**config.mk**
```make
export PLATFORM = sky130hd
export DESIGN_NAME = fpec_controller
export DESIGN_NICKNAME = d
export VERILOG_FILES = /design/src/rtl/fpec_pkg.sv /design/src/rtl/fpec_timer_if.sv /design/src/rtl/fpec_controller.sv /design/src/rtl/fpec_pulse_timer.sv
export SDC_FILE = /design/constraint.sdc
export NUM_CORES = 1
export LEC_CHECK = 0
export BUFFER_PORTS_ARGS = -buffer_cell sky130_fd_sc_hd__buf_2
export CORE_MARGIN = 4
export CORE_UTILIZATION = 40
export CTS_CLUSTER_DIAMETER = 150
export DETAILED_ROUTE_END_ITERATION = 6
export PLACE_DENSITY = 0.57
export SLEW_MARGIN = 5
export SYNTH_ARGS = -nofsm -noshare
export SYNTH_HDL_FRONTEND = slang
export SYNTH_SLANG_ARGS = --single-unit
```
**constraint.sdc**
```tcl
create_clock -name ref_clk_in -period 12.9 [get_ports ref_clk_in]
set_input_delay 2.58 -clock ref_clk_in [delete_from_list [all_inputs] [get_ports ref_clk_in]]
set_output_delay 2.58 -clock ref_clk_in [all_outputs]
set_load 0.01 [all_outputs]
```
**src/rtl/fpec_pkg.sv**
```systemverilog
// Shared constants, types and helpers of the flash program/erase controller
package fpec_pkg;

    // Register file addresses
    localparam logic [11:0] FPEC_ADDR_CMD      = 12'hff8;
    localparam logic [11:0] FPEC_ADDR_PAGE     = 12'hff9;
    localparam logic [11:0] FPEC_ADDR_KHZ_HIGH = 12'hffa;
    localparam logic [11:0] FPEC_ADDR_KHZ_LOW  = 12'hffb;

    // Values of command_code_field
    localparam logic [7:0] FPEC_CMD_RESET   = 8'h00;
    localparam logic [7:0] FPEC_CMD_UNLOCK1 = 8'h73;
    localparam logic [7:0] FPEC_CMD_UNLOCK2 = 8'h8c;
    localparam logic [7:0] FPEC_CMD_PAGE_ER = 8'h95;
    localparam logic [7:0] FPEC_CMD_MASS_ER = 8'h63;
    localparam logic [7:0] FPEC_CMD_GUARD   = 8'h5e;

    // Field positions
    localparam int FPEC_INFO_BIT     = 7;
    localparam int FPEC_PAGE_MSB     = 6;
    localparam int FPEC_ADDR_PAGE_LO = 9;
    localparam int FPEC_SECTOR_LO    = 4;

    // Values after reset
    localparam logic [7:0]  FPEC_PAGE_RESET  = 8'h00;
    localparam logic [7:0]  FPEC_GUARD_RESET = 8'h00;
    localparam logic [15:0] FPEC_KHZ_RESET   = 16'h0000;
    localparam logic [7:0]  FPEC_ERASED_BYTE = 8'hff;

    // Pulse lengths, scaled by clock_khz_value at run time
    localparam logic [15:0] FPEC_PROG_TIME_US  = 16'h0028;
    localparam logic [15:0] FPEC_PAGE_ER_MS    = 16'h000a;
    localparam logic [15:0] FPEC_MASS_ER_MS    = 16'h00c8;
    localparam logic [15:0] FPEC_US_PER_MS     = 16'h03e8;
    localparam logic [15:0] FPEC_MS_PER_MS     = 16'h0001;

    // Values of flash_state_register, also the controller states
    typedef enum logic [5:0] {
        FPEC_LOCKED  = 6'b00_0000,
        FPEC_FIRST   = 6'b00_0001,
        FPEC_SECOND  = 6'b00_0010,
        FPEC_OPEN    = 6'b00_0011,
        FPEC_GUARD   = 6'b00_0100,
        FPEC_PROGRAM = 6'b00_1000,
        FPEC_PAGE_ER = 6'b01_0000,
        FPEC_MASS_ER = 6'b10_0000
    } fpec_state_t;

    // Cycles for a pulse: khz * time / divisor, rounded up, at least one
    function automatic logic [31:0] fpec_cycles(
        input logic [15:0] khz,
        input logic [15:0] time_val,
        input logic [15:0] divisor
    );
        logic [31:0] prod;
        prod = 32'(khz) * 32'(time_val);
        prod = (prod + 32'(divisor) - 32'h0000_0001) / 32'(divisor);
        if (prod == 32'h0000_0000) begin
            prod = 32'h0000_0001;
        end
        return prod;
    endfunction

    // Sector that holds a page
    function automatic logic [2:0] fpec_sector(input logic [7:0] page);
        return page[FPEC_PAGE_MSB:FPEC_SECTOR_LO];
    endfunction

endpackage

```
**src/rtl/fpec_timer_if.sv**
```systemverilog
// Link between the sequencer and its pulse timer
`timescale 1ns/100ps
interface fpec_timer_if;
    logic        start;
    logic [31:0] cycles;
    logic        done;

    modport ctrl  (output start, output cycles, input done);
    modport timer (input start, input cycles, output done);
endinterface

```
**src/rtl/fpec_controller.sv**
```systemverilog
// Flash program/erase sequencer with lock, page scope and sector guard
// Behaviour
// - Reset leaves the controller locked; no program or erase until unlocked.
// - A user command or page write out of sequence locks the controller.
// - Unlock: 00H, page, 73H, 8CH, same page again.
// - Command 5EH maps sector guard over the page register address.
// - Any other command value maps the page register back.
// - User writes to the sector guard only set bits.
// - Sector guard clears to zero at every reset.
// - Write protect option blocks all user program and erase.
// - User byte program only inside the unlocked page; others ignored.
// - Programming only clears bits; erased bytes read FFH.
// - Processor stalled and interrupts held during program or erase.
// - Command 00H ends programming and locks.
// - User programming in a guarded sector leaves flash unchanged.
// - Command 95H after unlock erases the selected page.
// - Page erase sets every byte of the page to FFH.
// - Finished page erase releases the processor and locks.
// - User page erase only in unguarded sectors.
// - User code cannot mass erase.
// - Debugger ignores protection, page scope, and may clear guard bits.
// - Debugger skips second page write, may repage, may mass erase.
// - Only one page open at a time; new page needs new unlock.
// - Page register: 7-bit page is address 15..9; top bit maps info area.
// - Read-only state register at the command address.
`timescale 1ns/100ps
module fpec_controller (
    input  wire logic        ref_clk_in,
    input  wire logic        rstn_in,
    input  wire logic [11:0] reg_addr_in,
    input  wire logic        reg_wr_in,
    input  wire logic        reg_rd_in,
    input  wire logic [7:0]  reg_wdata_in,
    output logic [7:0]       reg_rdata_out,
    input  wire logic        dbg_access_in,
    input  wire logic        write_protect_opt_in,
    input  wire logic        mem_wr_in,
    input  wire logic [15:0] mem_addr_in,
    input  wire logic [7:0]  mem_wdata_in,
    input  wire logic [7:0]  flash_rdata_in,
    output logic [15:0]      flash_addr_out,
    output logic [7:0]       flash_wdata_out,
    output logic             flash_prog_out,
    output logic             flash_page_erase_out,
    output logic             flash_mass_erase_out,
    output logic             info_area_overlay_bit_out,
    output logic             cpu_stall_out,
    output logic             irq_hold_out
);
    import fpec_pkg::*;

    typedef struct packed {
        fpec_state_t state;
        logic [7:0]  page;
        logic        armed;
        logic [7:0]  guard;
        logic [15:0] khz;
        logic [7:0]  rdata;
        logic [15:0] addr;
        logic [7:0]  wdata;
        logic        prog;
        logic        erase;
        logic        mass;
        logic        stall;
        logic        start;
        logic [31:0] cycles;
    } fpec_ctl_t;

    localparam fpec_ctl_t FPEC_CTL_RESET = '{
        FPEC_LOCKED, FPEC_PAGE_RESET, 1'b0, FPEC_GUARD_RESET,
        FPEC_KHZ_RESET, 8'h00, 16'h0000, FPEC_ERASED_BYTE,
        1'b0, 1'b0, 1'b0, 1'b0, 1'b0, 32'h0000_0001
    };

    fpec_ctl_t    st_ff;
    fpec_ctl_t    nxt_st;
    fpec_timer_if tmr ();

    logic cmd_wr;
    logic page_wr;
    logic busy;
    logic user_blocked;
    logic page_guarded;
    logic in_page;

    assign cmd_wr  = reg_wr_in && reg_addr_in == FPEC_ADDR_CMD;
    assign page_wr = reg_wr_in && reg_addr_in == FPEC_ADDR_PAGE;
    assign busy    = st_ff.state == FPEC_PROGRAM
                  || st_ff.state == FPEC_PAGE_ER
                  || st_ff.state == FPEC_MASS_ER;
    assign user_blocked = write_protect_opt_in && !dbg_access_in;
    assign page_guarded = st_ff.guard[fpec_sector(st_ff.page)]
                          && !dbg_access_in;
    assign in_page = dbg_access_in
                  || mem_addr_in[15:FPEC_ADDR_PAGE_LO]
                     == st_ff.page[FPEC_PAGE_MSB:0];

    always_comb begin
        nxt_st = st_ff;
        nxt_st.start = 1'b0;
        if (reg_rd_in) begin
            unique case (reg_addr_in)
                FPEC_ADDR_CMD:      nxt_st.rdata = {2'b00, st_ff.state};
                FPEC_ADDR_PAGE:     nxt_st.rdata = st_ff.state == FPEC_GUARD
                                    ? st_ff.guard : st_ff.page;
                FPEC_ADDR_KHZ_HIGH: nxt_st.rdata = st_ff.khz[15:8];
                FPEC_ADDR_KHZ_LOW:  nxt_st.rdata = st_ff.khz[7:0];
                default:            nxt_st.rdata = 8'h00;
            endcase
        end
        if (reg_wr_in && reg_addr_in == FPEC_ADDR_KHZ_HIGH) begin
            nxt_st.khz[15:8] = reg_wdata_in;
        end
        if (reg_wr_in && reg_addr_in == FPEC_ADDR_KHZ_LOW) begin
            nxt_st.khz[7:0] = reg_wdata_in;
        end
        if (busy) begin
            // Register and memory writes cannot arrive: the core is stalled
            if (tmr.done) begin
                nxt_st.prog  = 1'b0;
                nxt_st.erase = 1'b0;
                nxt_st.mass  = 1'b0;
                nxt_st.stall = 1'b0;
                nxt_st.state = st_ff.state == FPEC_PROGRAM
                               ? FPEC_OPEN : FPEC_LOCKED;
            end
        end else if (cmd_wr) begin
            nxt_st.armed = 1'b0;
            if (reg_wdata_in == FPEC_CMD_GUARD) begin
                nxt_st.state = FPEC_GUARD;
            end else begin
                // Anything else drops the guard mapping and locks by default
                nxt_st.state = FPEC_LOCKED;
                unique case (st_ff.state)
                    FPEC_LOCKED: begin
                        if (reg_wdata_in == FPEC_CMD_UNLOCK1 && st_ff.armed) begin
                            nxt_st.state = FPEC_FIRST;
                        end
                    end
                    FPEC_FIRST: begin
                        if (reg_wdata_in == FPEC_CMD_UNLOCK2) begin
                            nxt_st.state = dbg_access_in
                                           ? FPEC_OPEN : FPEC_SECOND;
                        end
                    end
                    FPEC_OPEN: begin
                        if (reg_wdata_in == FPEC_CMD_PAGE_ER
                            && !user_blocked && !page_guarded) begin
                            nxt_st.state  = FPEC_PAGE_ER;
                            nxt_st.erase  = 1'b1;
                            nxt_st.stall  = 1'b1;
                            nxt_st.start  = 1'b1;
                            nxt_st.addr   = {st_ff.page[FPEC_PAGE_MSB:0],
                                             9'h000};
                            nxt_st.cycles = fpec_cycles(st_ff.khz,
                                FPEC_PAGE_ER_MS, FPEC_MS_PER_MS);
                        end else if (reg_wdata_in == FPEC_CMD_MASS_ER
                                     && dbg_access_in) begin
                            nxt_st.state  = FPEC_MASS_ER;
                            nxt_st.mass   = 1'b1;
                            nxt_st.stall  = 1'b1;
                            nxt_st.start  = 1'b1;
                            nxt_st.addr   = 16'h0000;
                            nxt_st.cycles = fpec_cycles(st_ff.khz,
                                FPEC_MASS_ER_MS, FPEC_MS_PER_MS);
                        end
                    end
                    default: begin
                        nxt_st.state = FPEC_LOCKED;
                    end
                endcase
            end
        end else if (page_wr) begin
            if (st_ff.state == FPEC_GUARD) begin
                nxt_st.guard = dbg_access_in ? reg_wdata_in
                               : st_ff.guard | reg_wdata_in;
            end else begin
                nxt_st.page  = reg_wdata_in;
                nxt_st.state = FPEC_LOCKED;
                unique case (st_ff.state)
                    FPEC_LOCKED: begin
                        nxt_st.armed = 1'b1;
                    end
                    FPEC_SECOND: begin
                        if (dbg_access_in || reg_wdata_in == st_ff.page) begin
                            nxt_st.state = FPEC_OPEN;
                        end
                    end
                    FPEC_OPEN: begin
                        if (dbg_access_in) begin
                            nxt_st.state = FPEC_OPEN;
                        end
                    end
                    default: begin
                        nxt_st.state = FPEC_LOCKED;
                    end
                endcase
            end
        end else if (mem_wr_in && st_ff.state == FPEC_OPEN) begin
            // Misses are dropped silently and the page stays open
            if (in_page && !user_blocked && !page_guarded) begin
                nxt_st.state  = FPEC_PROGRAM;
                nxt_st.prog   = 1'b1;
                nxt_st.stall  = 1'b1;
                nxt_st.start  = 1'b1;
                nxt_st.addr   = mem_addr_in;
                nxt_st.wdata  = mem_wdata_in & flash_rdata_in;
                nxt_st.cycles = fpec_cycles(st_ff.khz,
                    FPEC_PROG_TIME_US, FPEC_US_PER_MS);
            end
        end
    end

    always_ff @(posedge ref_clk_in) begin
        if (!rstn_in) begin
            st_ff <= FPEC_CTL_RESET;
        end else begin
            st_ff <= nxt_st;
        end
    end

    assign tmr.start  = st_ff.start;
    assign tmr.cycles = st_ff.cycles;

    fpec_pulse_timer u_timer (
        .ref_clk_in (ref_clk_in),
        .rstn_in    (rstn_in),
        .tmr        (tmr)
    );

    assign reg_rdata_out             = st_ff.rdata;
    assign flash_addr_out            = st_ff.addr;
    assign flash_wdata_out           = st_ff.wdata;
    assign flash_prog_out            = st_ff.prog;
    assign flash_page_erase_out      = st_ff.erase;
    assign flash_mass_erase_out      = st_ff.mass;
    assign info_area_overlay_bit_out = st_ff.page[FPEC_INFO_BIT];
    assign cpu_stall_out             = st_ff.stall;
    assign irq_hold_out              = st_ff.stall;

    a_reset_locks: assert property (@(posedge ref_clk_in)
        !rstn_in |=> st_ff.state == FPEC_LOCKED && st_ff.guard == 8'h00)
        else $error("Controller not locked with clear guard after reset");

    a_unlock_seq: assert property (@(posedge ref_clk_in) disable iff (!rstn_in)
        st_ff.state == FPEC_SECOND && page_wr && !dbg_access_in
        && reg_wdata_in != st_ff.page |=> st_ff.state == FPEC_LOCKED)
        else $error("Mismatched second page write did not lock");

    a_guard_map: assert property (@(posedge ref_clk_in) disable iff (!rstn_in)
        st_ff.state == FPEC_GUARD && reg_rd_in
        && reg_addr_in == FPEC_ADDR_PAGE
        |=> reg_rdata_out == $past(st_ff.guard))
        else $error("Guard register not mapped after select command");

    a_guard_set_only: assert property (@(posedge ref_clk_in) disable iff (!rstn_in)
        !dbg_access_in |=> (st_ff.guard & $past(st_ff.guard))
        == $past(st_ff.guard))
        else $error("User write cleared a sector guard bit");

    a_blocked_erase: assert property (@(posedge ref_clk_in) disable iff (!rstn_in)
        st_ff.state == FPEC_OPEN && cmd_wr && reg_wdata_in == FPEC_CMD_PAGE_ER
        && (user_blocked || page_guarded) |=> !flash_page_erase_out
        && st_ff.state == FPEC_LOCKED)
        else $error("Protected page erase was started");

    a_page_scope: assert property (@(posedge ref_clk_in) disable iff (!rstn_in)
        st_ff.state == FPEC_OPEN && mem_wr_in && !cmd_wr && !page_wr
        && !in_page |=> !flash_prog_out ##1 !flash_prog_out)
        else $error("Byte outside open page was programmed");

    a_clear_only: assert property (@(posedge ref_clk_in) disable iff (!rstn_in)
        $rose(flash_prog_out) |-> (flash_wdata_out & ~$past(flash_rdata_in))
        == 8'h00)
        else $error("Programming would set a bit to one");

    a_stall_busy: assert property (@(posedge ref_clk_in) disable iff (!rstn_in)
        busy |-> cpu_stall_out && irq_hold_out)
        else $error("Processor not stalled during operation");

    a_zero_locks: assert property (@(posedge ref_clk_in) disable iff (!rstn_in)
        !busy && cmd_wr && reg_wdata_in == FPEC_CMD_RESET
        |=> st_ff.state == FPEC_LOCKED ##1 !flash_prog_out)
        else $error("Command 00H did not lock the controller");

    a_erase_relock: assert property (@(posedge ref_clk_in) disable iff (!rstn_in)
        st_ff.state == FPEC_PAGE_ER && tmr.done |=> st_ff.state == FPEC_LOCKED
        && !cpu_stall_out && !flash_page_erase_out)
        else $error("Erase end did not release and lock");

    a_no_user_mass: assert property (@(posedge ref_clk_in) disable iff (!rstn_in)
        !dbg_access_in && cmd_wr && reg_wdata_in == FPEC_CMD_MASS_ER
        |=> !flash_mass_erase_out)
        else $error("User code started a mass erase");
endmodule

```
**src/rtl/fpec_pulse_timer.sv**
```systemverilog
// Down counter that times one program or erase pulse
`timescale 1ns/100ps
module fpec_pulse_timer (
    input  wire logic   ref_clk_in,
    input  wire logic   rstn_in,
    fpec_timer_if.timer tmr
);
    import fpec_pkg::*;

    typedef struct packed {
        logic        run;
        logic [31:0] left;
        logic        done;
    } fpec_tmr_t;

    localparam fpec_tmr_t FPEC_TMR_RESET = '{1'b0, 32'h0000_0000, 1'b0};

    fpec_tmr_t st_ff;
    fpec_tmr_t nxt_st;

    always_comb begin
        nxt_st = st_ff;
        nxt_st.done = 1'b0;
        if (tmr.start) begin
            nxt_st.run = 1'b1;
            nxt_st.left = tmr.cycles;
        end else if (st_ff.run) begin
            if (st_ff.left <= 32'h0000_0001) begin
                nxt_st.run = 1'b0;
                nxt_st.done = 1'b1;
            end else begin
                nxt_st.left = st_ff.left - 32'h0000_0001;
            end
        end
    end

    always_ff @(posedge ref_clk_in) begin
        if (!rstn_in) begin
            st_ff <= FPEC_TMR_RESET;
        end else begin
            st_ff <= nxt_st;
        end
    end

    assign tmr.done = st_ff.done;

    a_timer_length: assert property (@(posedge ref_clk_in) disable iff (!rstn_in)
        tmr.start && tmr.cycles == 32'h0000_0001
        |=> !tmr.done ##1 tmr.done)
        else $error("Pulse timer did not end after the loaded count");
endmodule

```
Yosys cells after proc, flatten, opt, wreduce, memory -nomap -nowiden

Cells that the tools add are included.

Add/subtract/negate cells: 7
Multiply operators: 3
Divide/modulo/power cells: 1
Magnitude comparators: 2
Eq/ne operators: 34
Shift-type cells: 0
Muxes and demuxes: 57
Bitwise gates (word level): 8
Reduce and logical (&&, ||, !) cells: 52

Operators with widths:

| operator                                                                | count |
|---|---|
| 34-bit two-way mux                                                      | 6 |
| 32-bit two-way mux                                                      | 4 |
| 32-bit logical NOT                                                      | 3 |
| 16-bit two-way mux                                                      | 5 |
| 25-bit two-way mux                                                      | 3 |
| 36-bit two-way mux                                                      | 2 |
| 6-bit two-way mux                                                       | 9 |
| 12-bit equality test (second input constant)                            | 4 |
| 16-bit by 3-bit multiplier with 19-bit output (second input constant)   | 2 |
| 35-bit two-way mux                                                      | 1 |
| 33-bit two-way mux                                                      | 1 |
| 32-bit by 10-bit divider with 32-bit output (second input constant)     | 1 |
| 32-bit by 1-bit <= comparator with 1-bit output (second input constant) | 1 |
| 8-bit case mux with 4 select lines                                      | 1 |
| 32-bit by 1-bit subtractor with 32-bit output (second input constant)   | 1 |
| 25-bit by 1-bit subtractor with 26-bit output (second input constant)   | 1 |
| 24-bit by 1-bit adder with 25-bit output (second input constant)        | 1 |
| 8-bit by 7-bit equality test with 1-bit output (second input constant)  | 3 |
| 8-bit two-way mux                                                       | 3 |
| 23-bit by 1-bit subtractor with 24-bit output (second input constant)   | 1 |
| 22-bit by 10-bit adder with 23-bit output (second input constant)       | 1 |
| 2-bit nonzero test                                                      | 11 |
| 21-bit by 1-bit subtractor with 22-bit output (second input constant)   | 1 |
| 20-bit by 1-bit adder with 21-bit output (second input constant)        | 1 |
| 42 further kinds                                                        | 97 |

Register bits after elaboration: 142
Latch bits: 0
Bits in writable memories: 0
Bits in read-only memories: 0
Input bits: 59
Output and inout bits: 38
Word-level logic and storage cells: 182
Memories: 0

Logic depth before layout (Yosys ltp)

Gate-level depths: netlist of run 1.

Word-level depth: 11
Depth in mapped cells: 44
Depth with buffers taken out: 40

Modules after synthesis

Synthesis of run 1 repeated with hierarchy kept, for this count alone.

Cell total of the unflattened synthesis: 1667
Area total of the unflattened synthesis: 13337.8 µm²

Modules (own cells, without submodules):

| module           | times used | cells an instance | area each (µm²) | seq. area each (µm²) |
|---|---|---|---|---|
| fpec_controller  | 1          | 1413              | 11318.4         | 2001.9 |
| fpec_pulse_timer | 1          | 254               | 2019.4          | 680.7 |

Worst setup path before layout of run 1

No wires, ideal clock.

Kind: register to register
From: register st_ff[72] in the netlist's numbering
To: register st_ff (netlist bit tmr.cycles[0])
Library setup time: 0.058 ns
Arrival time: 10.673 ns
Required time: 12.842 ns
Path slack: 2.169 ns
Stages on the path, launching flop included: 40
Clock period less this slack: 10.731 ns
Path through: dfxtp_1 ha_1 ha_1 fa_1 a211o_1 and4_1 o21ai_0 nand2_1 or3_1 a2111oi_2 a221o_2 and3_1 o211ai_2 o31a_1 a2111o_1 a221oi_2 xnor2_2 or2b_1 [4 not listed] o21a_4 xnor2_4 a21oi_2 a31oi_4 mux2i_4 o21ai_2 mux2i_2 inv_1 or3_1 nand4_1 a211oi_2 a21oi_4 mux2i_2 xor2_1 a2111o_1 o21a_1 a2111oi_2 a211o_1

Cells in the longest elaborated chain, start to end: 10
Elaborated cells between the ends (all ways): 24
Classes of those cells: add/sub: 6; mul: 3; div: 1; mux: 11; reduce/logical: 3

Ends and longest elaborated chain:

| element                                                                                                        | RTL line                                       | RTL |
|---|---|---|
| start: declaration                                                                                             | fpec_controller.sv:75                          | `fpec_ctl_t st_ff;` |
| start signal: assignment                                                                                       | fpec_controller.sv:218                         | `st_ff <= nxt_st;` |
| 16-bit by 3-bit multiplier with 19-bit output or 16-bit by 5-bit multiplier with 21-bit output (tied branches) | fpec_pkg.sv:56                                 | `prod = 32'(khz) * 32'(time_val);` |
| 22-bit by 10-bit adder with 23-bit output or 24-bit by 1-bit adder with 25-bit output (tied branches)          | fpec_pkg.sv:57                                 | `prod = (prod + 32'(divisor) - 32'h0000_0001) / 32'(divisor);` |
| 23-bit by 1-bit subtractor with 24-bit output or 25-bit by 1-bit subtractor with 26-bit output (tied branches) | fpec_pkg.sv:57                                 |  |
| 32-bit by 10-bit divider with 32-bit output or 32-bit logical NOT (tied branches)                              | fpec_pkg.sv:57, fpec_pkg.sv:58                 |  |
| 32-bit logical NOT or 32-bit two-way mux (tied branches)                                                       | fpec_pkg.sv:58                                 | `if (prod == 32'h0000_0000) begin` |
| 32-bit two-way mux or 35-bit two-way mux (tied branches)                                                       | fpec_pkg.sv:58, fpec_controller.sv:157         |  |
| 34-bit two-way mux, on equally long branches                                                                   | fpec_controller.sv:201, fpec_controller.sv:147 |  |
| 34-bit two-way mux or 36-bit two-way mux (tied branches)                                                       | fpec_controller.sv:199, fpec_controller.sv:134 |  |
| 34-bit two-way mux or 36-bit two-way mux (tied branches)                                                       | fpec_controller.sv:173, fpec_controller.sv:129 |  |
| 34-bit two-way mux *                                                                                           | fpec_controller.sv:127                         | `end else if (cmd_wr) begin` |

Mark *: on every way between the ends. The rest lies on a longest branch, timed or not. The select of a mux whose other input is x is not followed.
A chain may end at the register's enable or synchronous reset.

Final worst setup path of run 1

Ends and elaborated chain as after synthesis.

==> impl_metrics.py, run 1 <==
metrics = {
    "pwr": {
        "leakagePower_nw": 5.95,
        "powerDensity_nw_per_um2": 64.8,
        "totalPowerFinal_w": 0.000908,
        "peakVddDrop_v": 0.0000851,
    },
    "floorplanning": {
        "die_h_um": 187,
        "core_area_um2": 31600,
        "rows": 65,
        "fp.dieW_um": 187,
        "dieArea_um2": 35200,
        "io_pins": 97,
        "start_util": 0.407,
    },
    "sta": {
        "fin_crit_sh": 0.935,
        "rsz0062_at_grt": "false",
        "final.setup_skew_ps": 8.14,
        "setup_viol": 0,
        "slew_violations": 0,
        "max_freq_mhz": 82.9,
        "period_needed_ps": 12060,
        "finalHoldViolCount": 0,
        "slew_headroom": 0.296,
        "fin_setup_tns_ps": 0,
        "setup_ws_ps": 841,
        "hold-worst-slack_ps": 452,
        "worst_pin_slew_ps": 1050,
    },
    "logic_synthesis": {
        "synth_nets": 1822,
        "yosysSeqAreaShare": 0.208,
        "synth-edff-count": 0,
        "avgSynthCellArea_um2": 7.74,
        "synth_top_family_by_area": "compound AO/OA/AOI/OAI gates",
        "yosys.area_share.simple": 0.238,
        "ys_warn_count": 0,
        "synth_cells": 1664,
        "synth_ff_type": "dfxtp_1",
        "synthMuxAreaShare": 0.0571,
        "synth_fa_ha_area_frac": 0.105,
        "synth_cell_types": 121,
        "synth_compound_area_frac": 0.247,
        "async_flop_share": 0,
        "synth_area_um2": 12900,
        "synth-seq-cells": 134,
        "synthXorXnorAreaFrac": 0.0780,
    },
    "flow_run": {
        "drv_cap": 0,
    },
    "setup_path": {
        "reg2reg_from": "st_ff[72]",
        "cp_num_cells": 40,
        "crit_buf_inv": 0,
        "cpLargestDelayFamily": "compound AO/OA/AOI/OAI gates",
        "critical-path-max-stage-delay_ps": 550,
        "r2r_slack_ps": 840,
        "crit_required_ps": 13210,
        "r2r_cells": 40,
        "crit_arrival_ps": 12370,
        "critPathMaxFanout": 8,
        "worstSetupEndpoint": "tmr.cycles[0]",
        "path_class": "reg2reg",
        "end_kind": "flip-flop",
        "r2r-end": "tmr.cycles[0]",
        "startpoint": "st_ff[72]",
        "startpoint_type": "flip-flop",
        "critPathSlowestCell": "a222oi_1",
    },
    "detailed_routing": {
        "drt-initial-drc-count": 851,
        "drt-total-wl_mm": 36.8,
        "dr.pass1.iters": 5,
        "antenna_left": 0,
        "dr_total_vias": 12241,
        "wl_per_cell_um": 17.5,
        "via_per_inst": 5.83,
        "drc": 0,
    },
    "global_routing": {
        "grt_pass1_wl_mm": 60.3,
        "track_usage": 0.203,
        "grt_max_degree": 94,
        "gr-total-overflow": 0,
        "antenna_found_initial": 0,
        "grt_pass1_vias": 11549,
    },
    "cts": {
        "clock_sinks": 134,
        "cts_tree": "built",
        "clkLatencyLatePin_ps": 420,
        "cts_made_buffers": 17,
        "cts_max_level": 4,
        "hold_buffers": 0,
        "cts-root-buf": "clkbuf_16",
        "clkSlewWorstSetupHoldPaths_ps": 60,
        "clockBufferDepth": 2,
    },
    "run_status": {
        "status": "finished, final reports clean",
    },
    "final_layout": {
        "final_nets": 1842,
        "diodes": 0,
        "layout-drive-gt1-share": 0.141,
        "fin_util": 0.443,
        "synthToLayoutAreaGrowth_pct": 8.81,
    },
    "place": {
        "gp_congestion": 0.898,
        "place_ws_ps": 760,
        "io_buffers": 96,
        "dp_hpwl_mm": 28.4,
    },
    "hold_path": {
        "hp-class": "reg2reg",
    },
}
where the power goes:
group	switching (W)	internal (W)
logic	0.0000195	0.0000105
registers	0.0000000213	0.000414
clock network	0.000180	0.000284
total	0.000200	0.000709
per-stage QoR:
step | cells | cell area, um2
detailed placement | 2067 | 13400
global route | 2099 | 14000
global placement | 2067 | 13400
finish | 2099 | 14000
floorplan | 1664 | 12900
CTS | 2099 | 14000
synthesized netlist by cell type, types with 12 or more instances:
cell,count,area (um2)
nor2_1,244,916
dfxtp_1,134,2680
a21oi_1,121,606
nand2_1,115,432
ha_1,87,1090
inv_1,82,308
xnor2_1,74,648
clkbuf_1,59,221
nand3_1,55,275
o21ai_0,51,255
nor3_1,40,200
mux2i_1,39,390
a22oi_1,37,278
buf_4,33,248
xor2_1,32,280
nor4_1,25,156
or3_1,20,125
nand4_1,19,119
a21o_1,18,135
and2_1,16,100
o211ai_1,16,120
o21bai_1,16,120
a221oi_1,14,123
nor2b_1,14,87.6
and3_1,13,81.3
o21a_1,13,97.6
fa_1,12,240
cell families after synthesis:
logic type,Yosys count
adders and majority gates,102
xor gates and xnor gates,110
and+or+nand+nor,630
muxes,60
DFF,134
AOI/OAI and AO/OA,438
buffers and inverters,190
worst min-delay path, stage by stage (launching register included):
cell,delay (ps)
dfxtp_1,300
nand2_1,50
a21oi_1,50
layout by cell type, fill, tap and decap left out, drive strengths merged, types with 14 or more instances in the layout:
cell	synthesis	layout
o21ai	67	67
clkbuf	61	24
o21bai	16	16
or3	21	21
nand3	56	56
a21o	18	18
mux2i	43	43
and2	18	18
nor2b	14	14
dfxtp	134	134
ha	87	87
nor3	43	43
nor2	247	247
o211ai	20	20
nand4	21	21
buf	45	107
xnor2	78	78
nand2	116	116
inv	83	83
a21oi	126	126
xor2	32	32
a221oi	16	16
nor4	28	28
a22oi	37	37
o21a	15	15
how the worst min path moves through the flow:
stage	cells past startpoint	to	startpoint	slack, ps
2_1_floorplan	2	flash_wdata_out[0]	flash_wdata_out[0]	440
6_report	2	flash_prog_out	flash_prog_out	450
5_1_grt	2	flash_wdata_out[0]	flash_wdata_out[0]	500
3_5_place_dp	2	flash_prog_out	flash_prog_out	440
4_1_cts	2	flash_prog_out	flash_prog_out	450
3_3_place_gp	2	flash_prog_out	flash_prog_out	450
per-layer routing:
| layer | vias up | wire, um | GRT usage |
|---|---|---|---|
| met5 | - | 0 | 0 |
| met4 | 0 | 509 | 0.0409 |
| met3 | 42 | 1810 | 0.0329 |
| met2 | 322 | 16800 | 0.333 |
| met1 | 5805 | 17700 | 0.284 |
| li1 | 6072 | - | - |
what timing repair did:
action,in CTS,in global routing
endpoints found under the setup margin,0,1
setup buffers,0,0
resized for setup,0,4
endpoints found under the hold margin,0,0
sequential cells by signal, indices dropped and copies added (netlist names), 8 cells and up:
name,flops
reg_rdata_out,8
st_ff,38
flash_wdata_out,8
tmr.cycles,24
flash_addr_out,16
u_timer.st_ff,33
area by class of cell:
class                           count  area [um2]
Fill cell                        3224       17600
Multi-Input combinational cell   1340        9390
Sequential cell                   134        2680
Timing Repair Buffer              107         563
Tap cell                          402         503
Clock buffer                       24         492
Inverter                           84         317
Clock inverter                      8        72.6
Note: power is estimated with default switching activity, not from simulation.
==> run 2: changes to the inputs <==
--- a/config.mk
+++ b/config.mk
@@ -6,7 +6,7 @@
 export NUM_CORES = 1
 export LEC_CHECK = 0
 export BUFFER_PORTS_ARGS = -buffer_cell sky130_fd_sc_hd__buf_2
-export CORE_MARGIN = 4
+export CORE_MARGIN = 2
 export CORE_UTILIZATION = 40
 export CTS_CLUSTER_DIAMETER = 150
 export DETAILED_ROUTE_END_ITERATION = 6
==> run 2 against run 1 <==
Compared with the run above:
- die area is 4.2% lower
- sequential power hardly changed
- critical path depth stayed put
- core utilization is 0.13 points higher
- final cell count hardly changed
- wire length is 0.82% lower
- register-to-register slack better by 30 ps
- worst setup slack better by 34 ps
- final area is 0.29% higher
- clock power is 8.2% higher
- global-route usage is 1.2 points higher
- power is 4.2% higher
==> impl_metrics.py, run 2 (synthesis results as in run 1) <==
metrics = {
    "detailed_routing": {
        "dr_total_vias": 12249,
        "via_per_inst": 5.83,
        "wl_per_cell_um": 17.4,
        "antenna_left": 0,
        "drt-total-wl_mm": 36.5,
        "dr.pass1.iters": 6,
        "drt-initial-drc-count": 986,
        "drc": 0,
    },
    "setup_path": {
        "critPathMaxFanout": 10,
        "critical-path-max-stage-delay_ps": 510,
        "startpoint_type": "flip-flop",
        "end_kind": "flip-flop",
        "crit_required_ps": 13210,
        "path_class": "reg2reg",
        "crit_arrival_ps": 12340,
        "critPathSlowestCell": "a222oi_1",
        "crit_top_cell": "o21a_1",
    },
    "floorplanning": {
        "die_h_um": 183,
        "start_util": 0.407,
        "core_area_um2": 31600,
        "rows": 65,
        "dieArea_um2": 33700,
        "io_pins": 97,
        "fp.dieW_um": 183,
    },
    "run_status": {
        "status": "finished, final reports clean",
    },
    "final_layout": {
        "final_nets": 1843,
        "top_register": "st_ff",
        "ff_latch_area_um2": 2680,
        "fillCellCount": 3205,
        "fin_util": 0.445,
        "layout_commonest_cell": "nor2_1",
        "largest_reg_flops": 38,
        "synthToLayoutAreaGrowth_pct": 9.13,
        "diodes": 0,
        "layout-drive-gt1-share": 0.142,
        "multi_input_area_um2": 9390,
        "final_cell_mix": "nor2_1 (243), dfxtp_1 (134), a21oi_1 (121)",
        "final_area_um2": 14100,
    },
    "place": {
        "postPlaceCellArea_um2": 13400,
        "io_buffers": 96,
        "dp_hpwl_mm": 28.1,
        "gp_congestion": 0.883,
    },
    "hold_path": {
        "hp-class": "reg2reg",
    },
    "cts": {
        "cts-root-buf": "clkbuf_16",
        "clkSlewWorstSetupHoldPaths_ps": 60,
        "clkLatencyLatePin_ps": 420,
        "cts_max_level": 4,
        "cts_tree": "built",
        "clock_sinks": 134,
        "clockBufferDepth": 2,
        "hold_buffers": 0,
        "cts_made_buffers": 17,
    },
    "global_routing": {
        "grt_pass1_wl_mm": 59.5,
        "track_usage": 0.215,
        "grt_pass1_vias": 11290,
        "antenna_found_initial": 0,
        "gr-total-overflow": 0,
        "grt_max_degree": 89,
    },
    "pwr": {
        "peakVddDrop_v": 0.0000721,
        "leakagePower_nw": 5.96,
        "totalPowerFinal_w": 0.000947,
        "powerDensity_nw_per_um2": 67.3,
    },
    "flow_run": {
        "drv_cap": 0,
    },
    "sta": {
        "slew_headroom": 0.281,
        "finalHoldViolCount": 0,
        "slew_violations": 0,
        "fin_setup_tns_ps": 0,
        "setup_viol": 0,
        "max_freq_mhz": 83.2,
        "rsz0062_at_grt": "false",
        "fin_crit_sh": 0.932,
        "final.setup_skew_ps": 11.3,
        "hold-worst-slack_ps": 457,
        "period_needed_ps": 12020,
        "worst_pin_slew_ps": 1080,
    },
}
[run 2: changes by cell type in the layout (fill, tap and decap cells not counted), moves of 2 or more]
cell	before	now
bufinv_16	1	3
clkinvlp_4	0	2
clkbuf_8	4	0
clkinv_2	6	3
inv_6	0	4
[run 2: metal layers]
layer  vias up  track usage  part of all wire
met1      5845        0.306              0.49
met5         -            0                 0
met2       290        0.352              0.46
li1       6064            -                 -
met3        50       0.0242             0.039
met4         0       0.0435             0.014
[run 2: critical path: cells and delay by family, from the launching register on]
kind	cells	cell delay [ps]
xor+xnor	2	420
simple gates	10	2890
mux	3	1020
buf+inv	1	140
compound gates	21	5970
flops	1	470
fa+ha+maj	3	990
[run 2: final timing paths]
kind                       from                  to  slack (ps)  cells after the start
min          flash_wdata_out[5]  flash_wdata_out[5]         460                      2
min reg2reg  flash_wdata_out[5]  flash_wdata_out[5]         460                      2
max reg2reg           st_ff[72]       tmr.cycles[0]         880                     40
max                   st_ff[72]       tmr.cycles[0]         880                     40
[run 2: area by class of cell]
cell class,count,area share
Sequential cell,134,0.191
Timing Repair Buffer,108,0.0406
Clock inverter,13,0.0121
Inverter,84,0.0225
Clock buffer,19,0.0308
Tap cell,402,0.0358
Multi-Input combinational cell,1340,0.668
[run 2: power by group]
group          internal [W]  switching (W)
Sequential         0.000414   0.0000000229
Clock              0.000307       0.000196
Combinational     0.0000105      0.0000195
[run 2: what timing repair did]
item                       CTS  global route
hold endpoints to repair     0             0
setup buffers                0             0
resized for setup            0             3
setup endpoints to repair    0             1
[run 2: through the flow]
step / setup WS [ps] / cells
6_report: 875 / 2100
4_1_cts: 729 / 2100
3_3_place_gp: 1130 / 2068
5_1_grt: 4.58 / 2100
2_1_floorplan: 2170 / 1664
3_5_place_dp: 751 / 2068
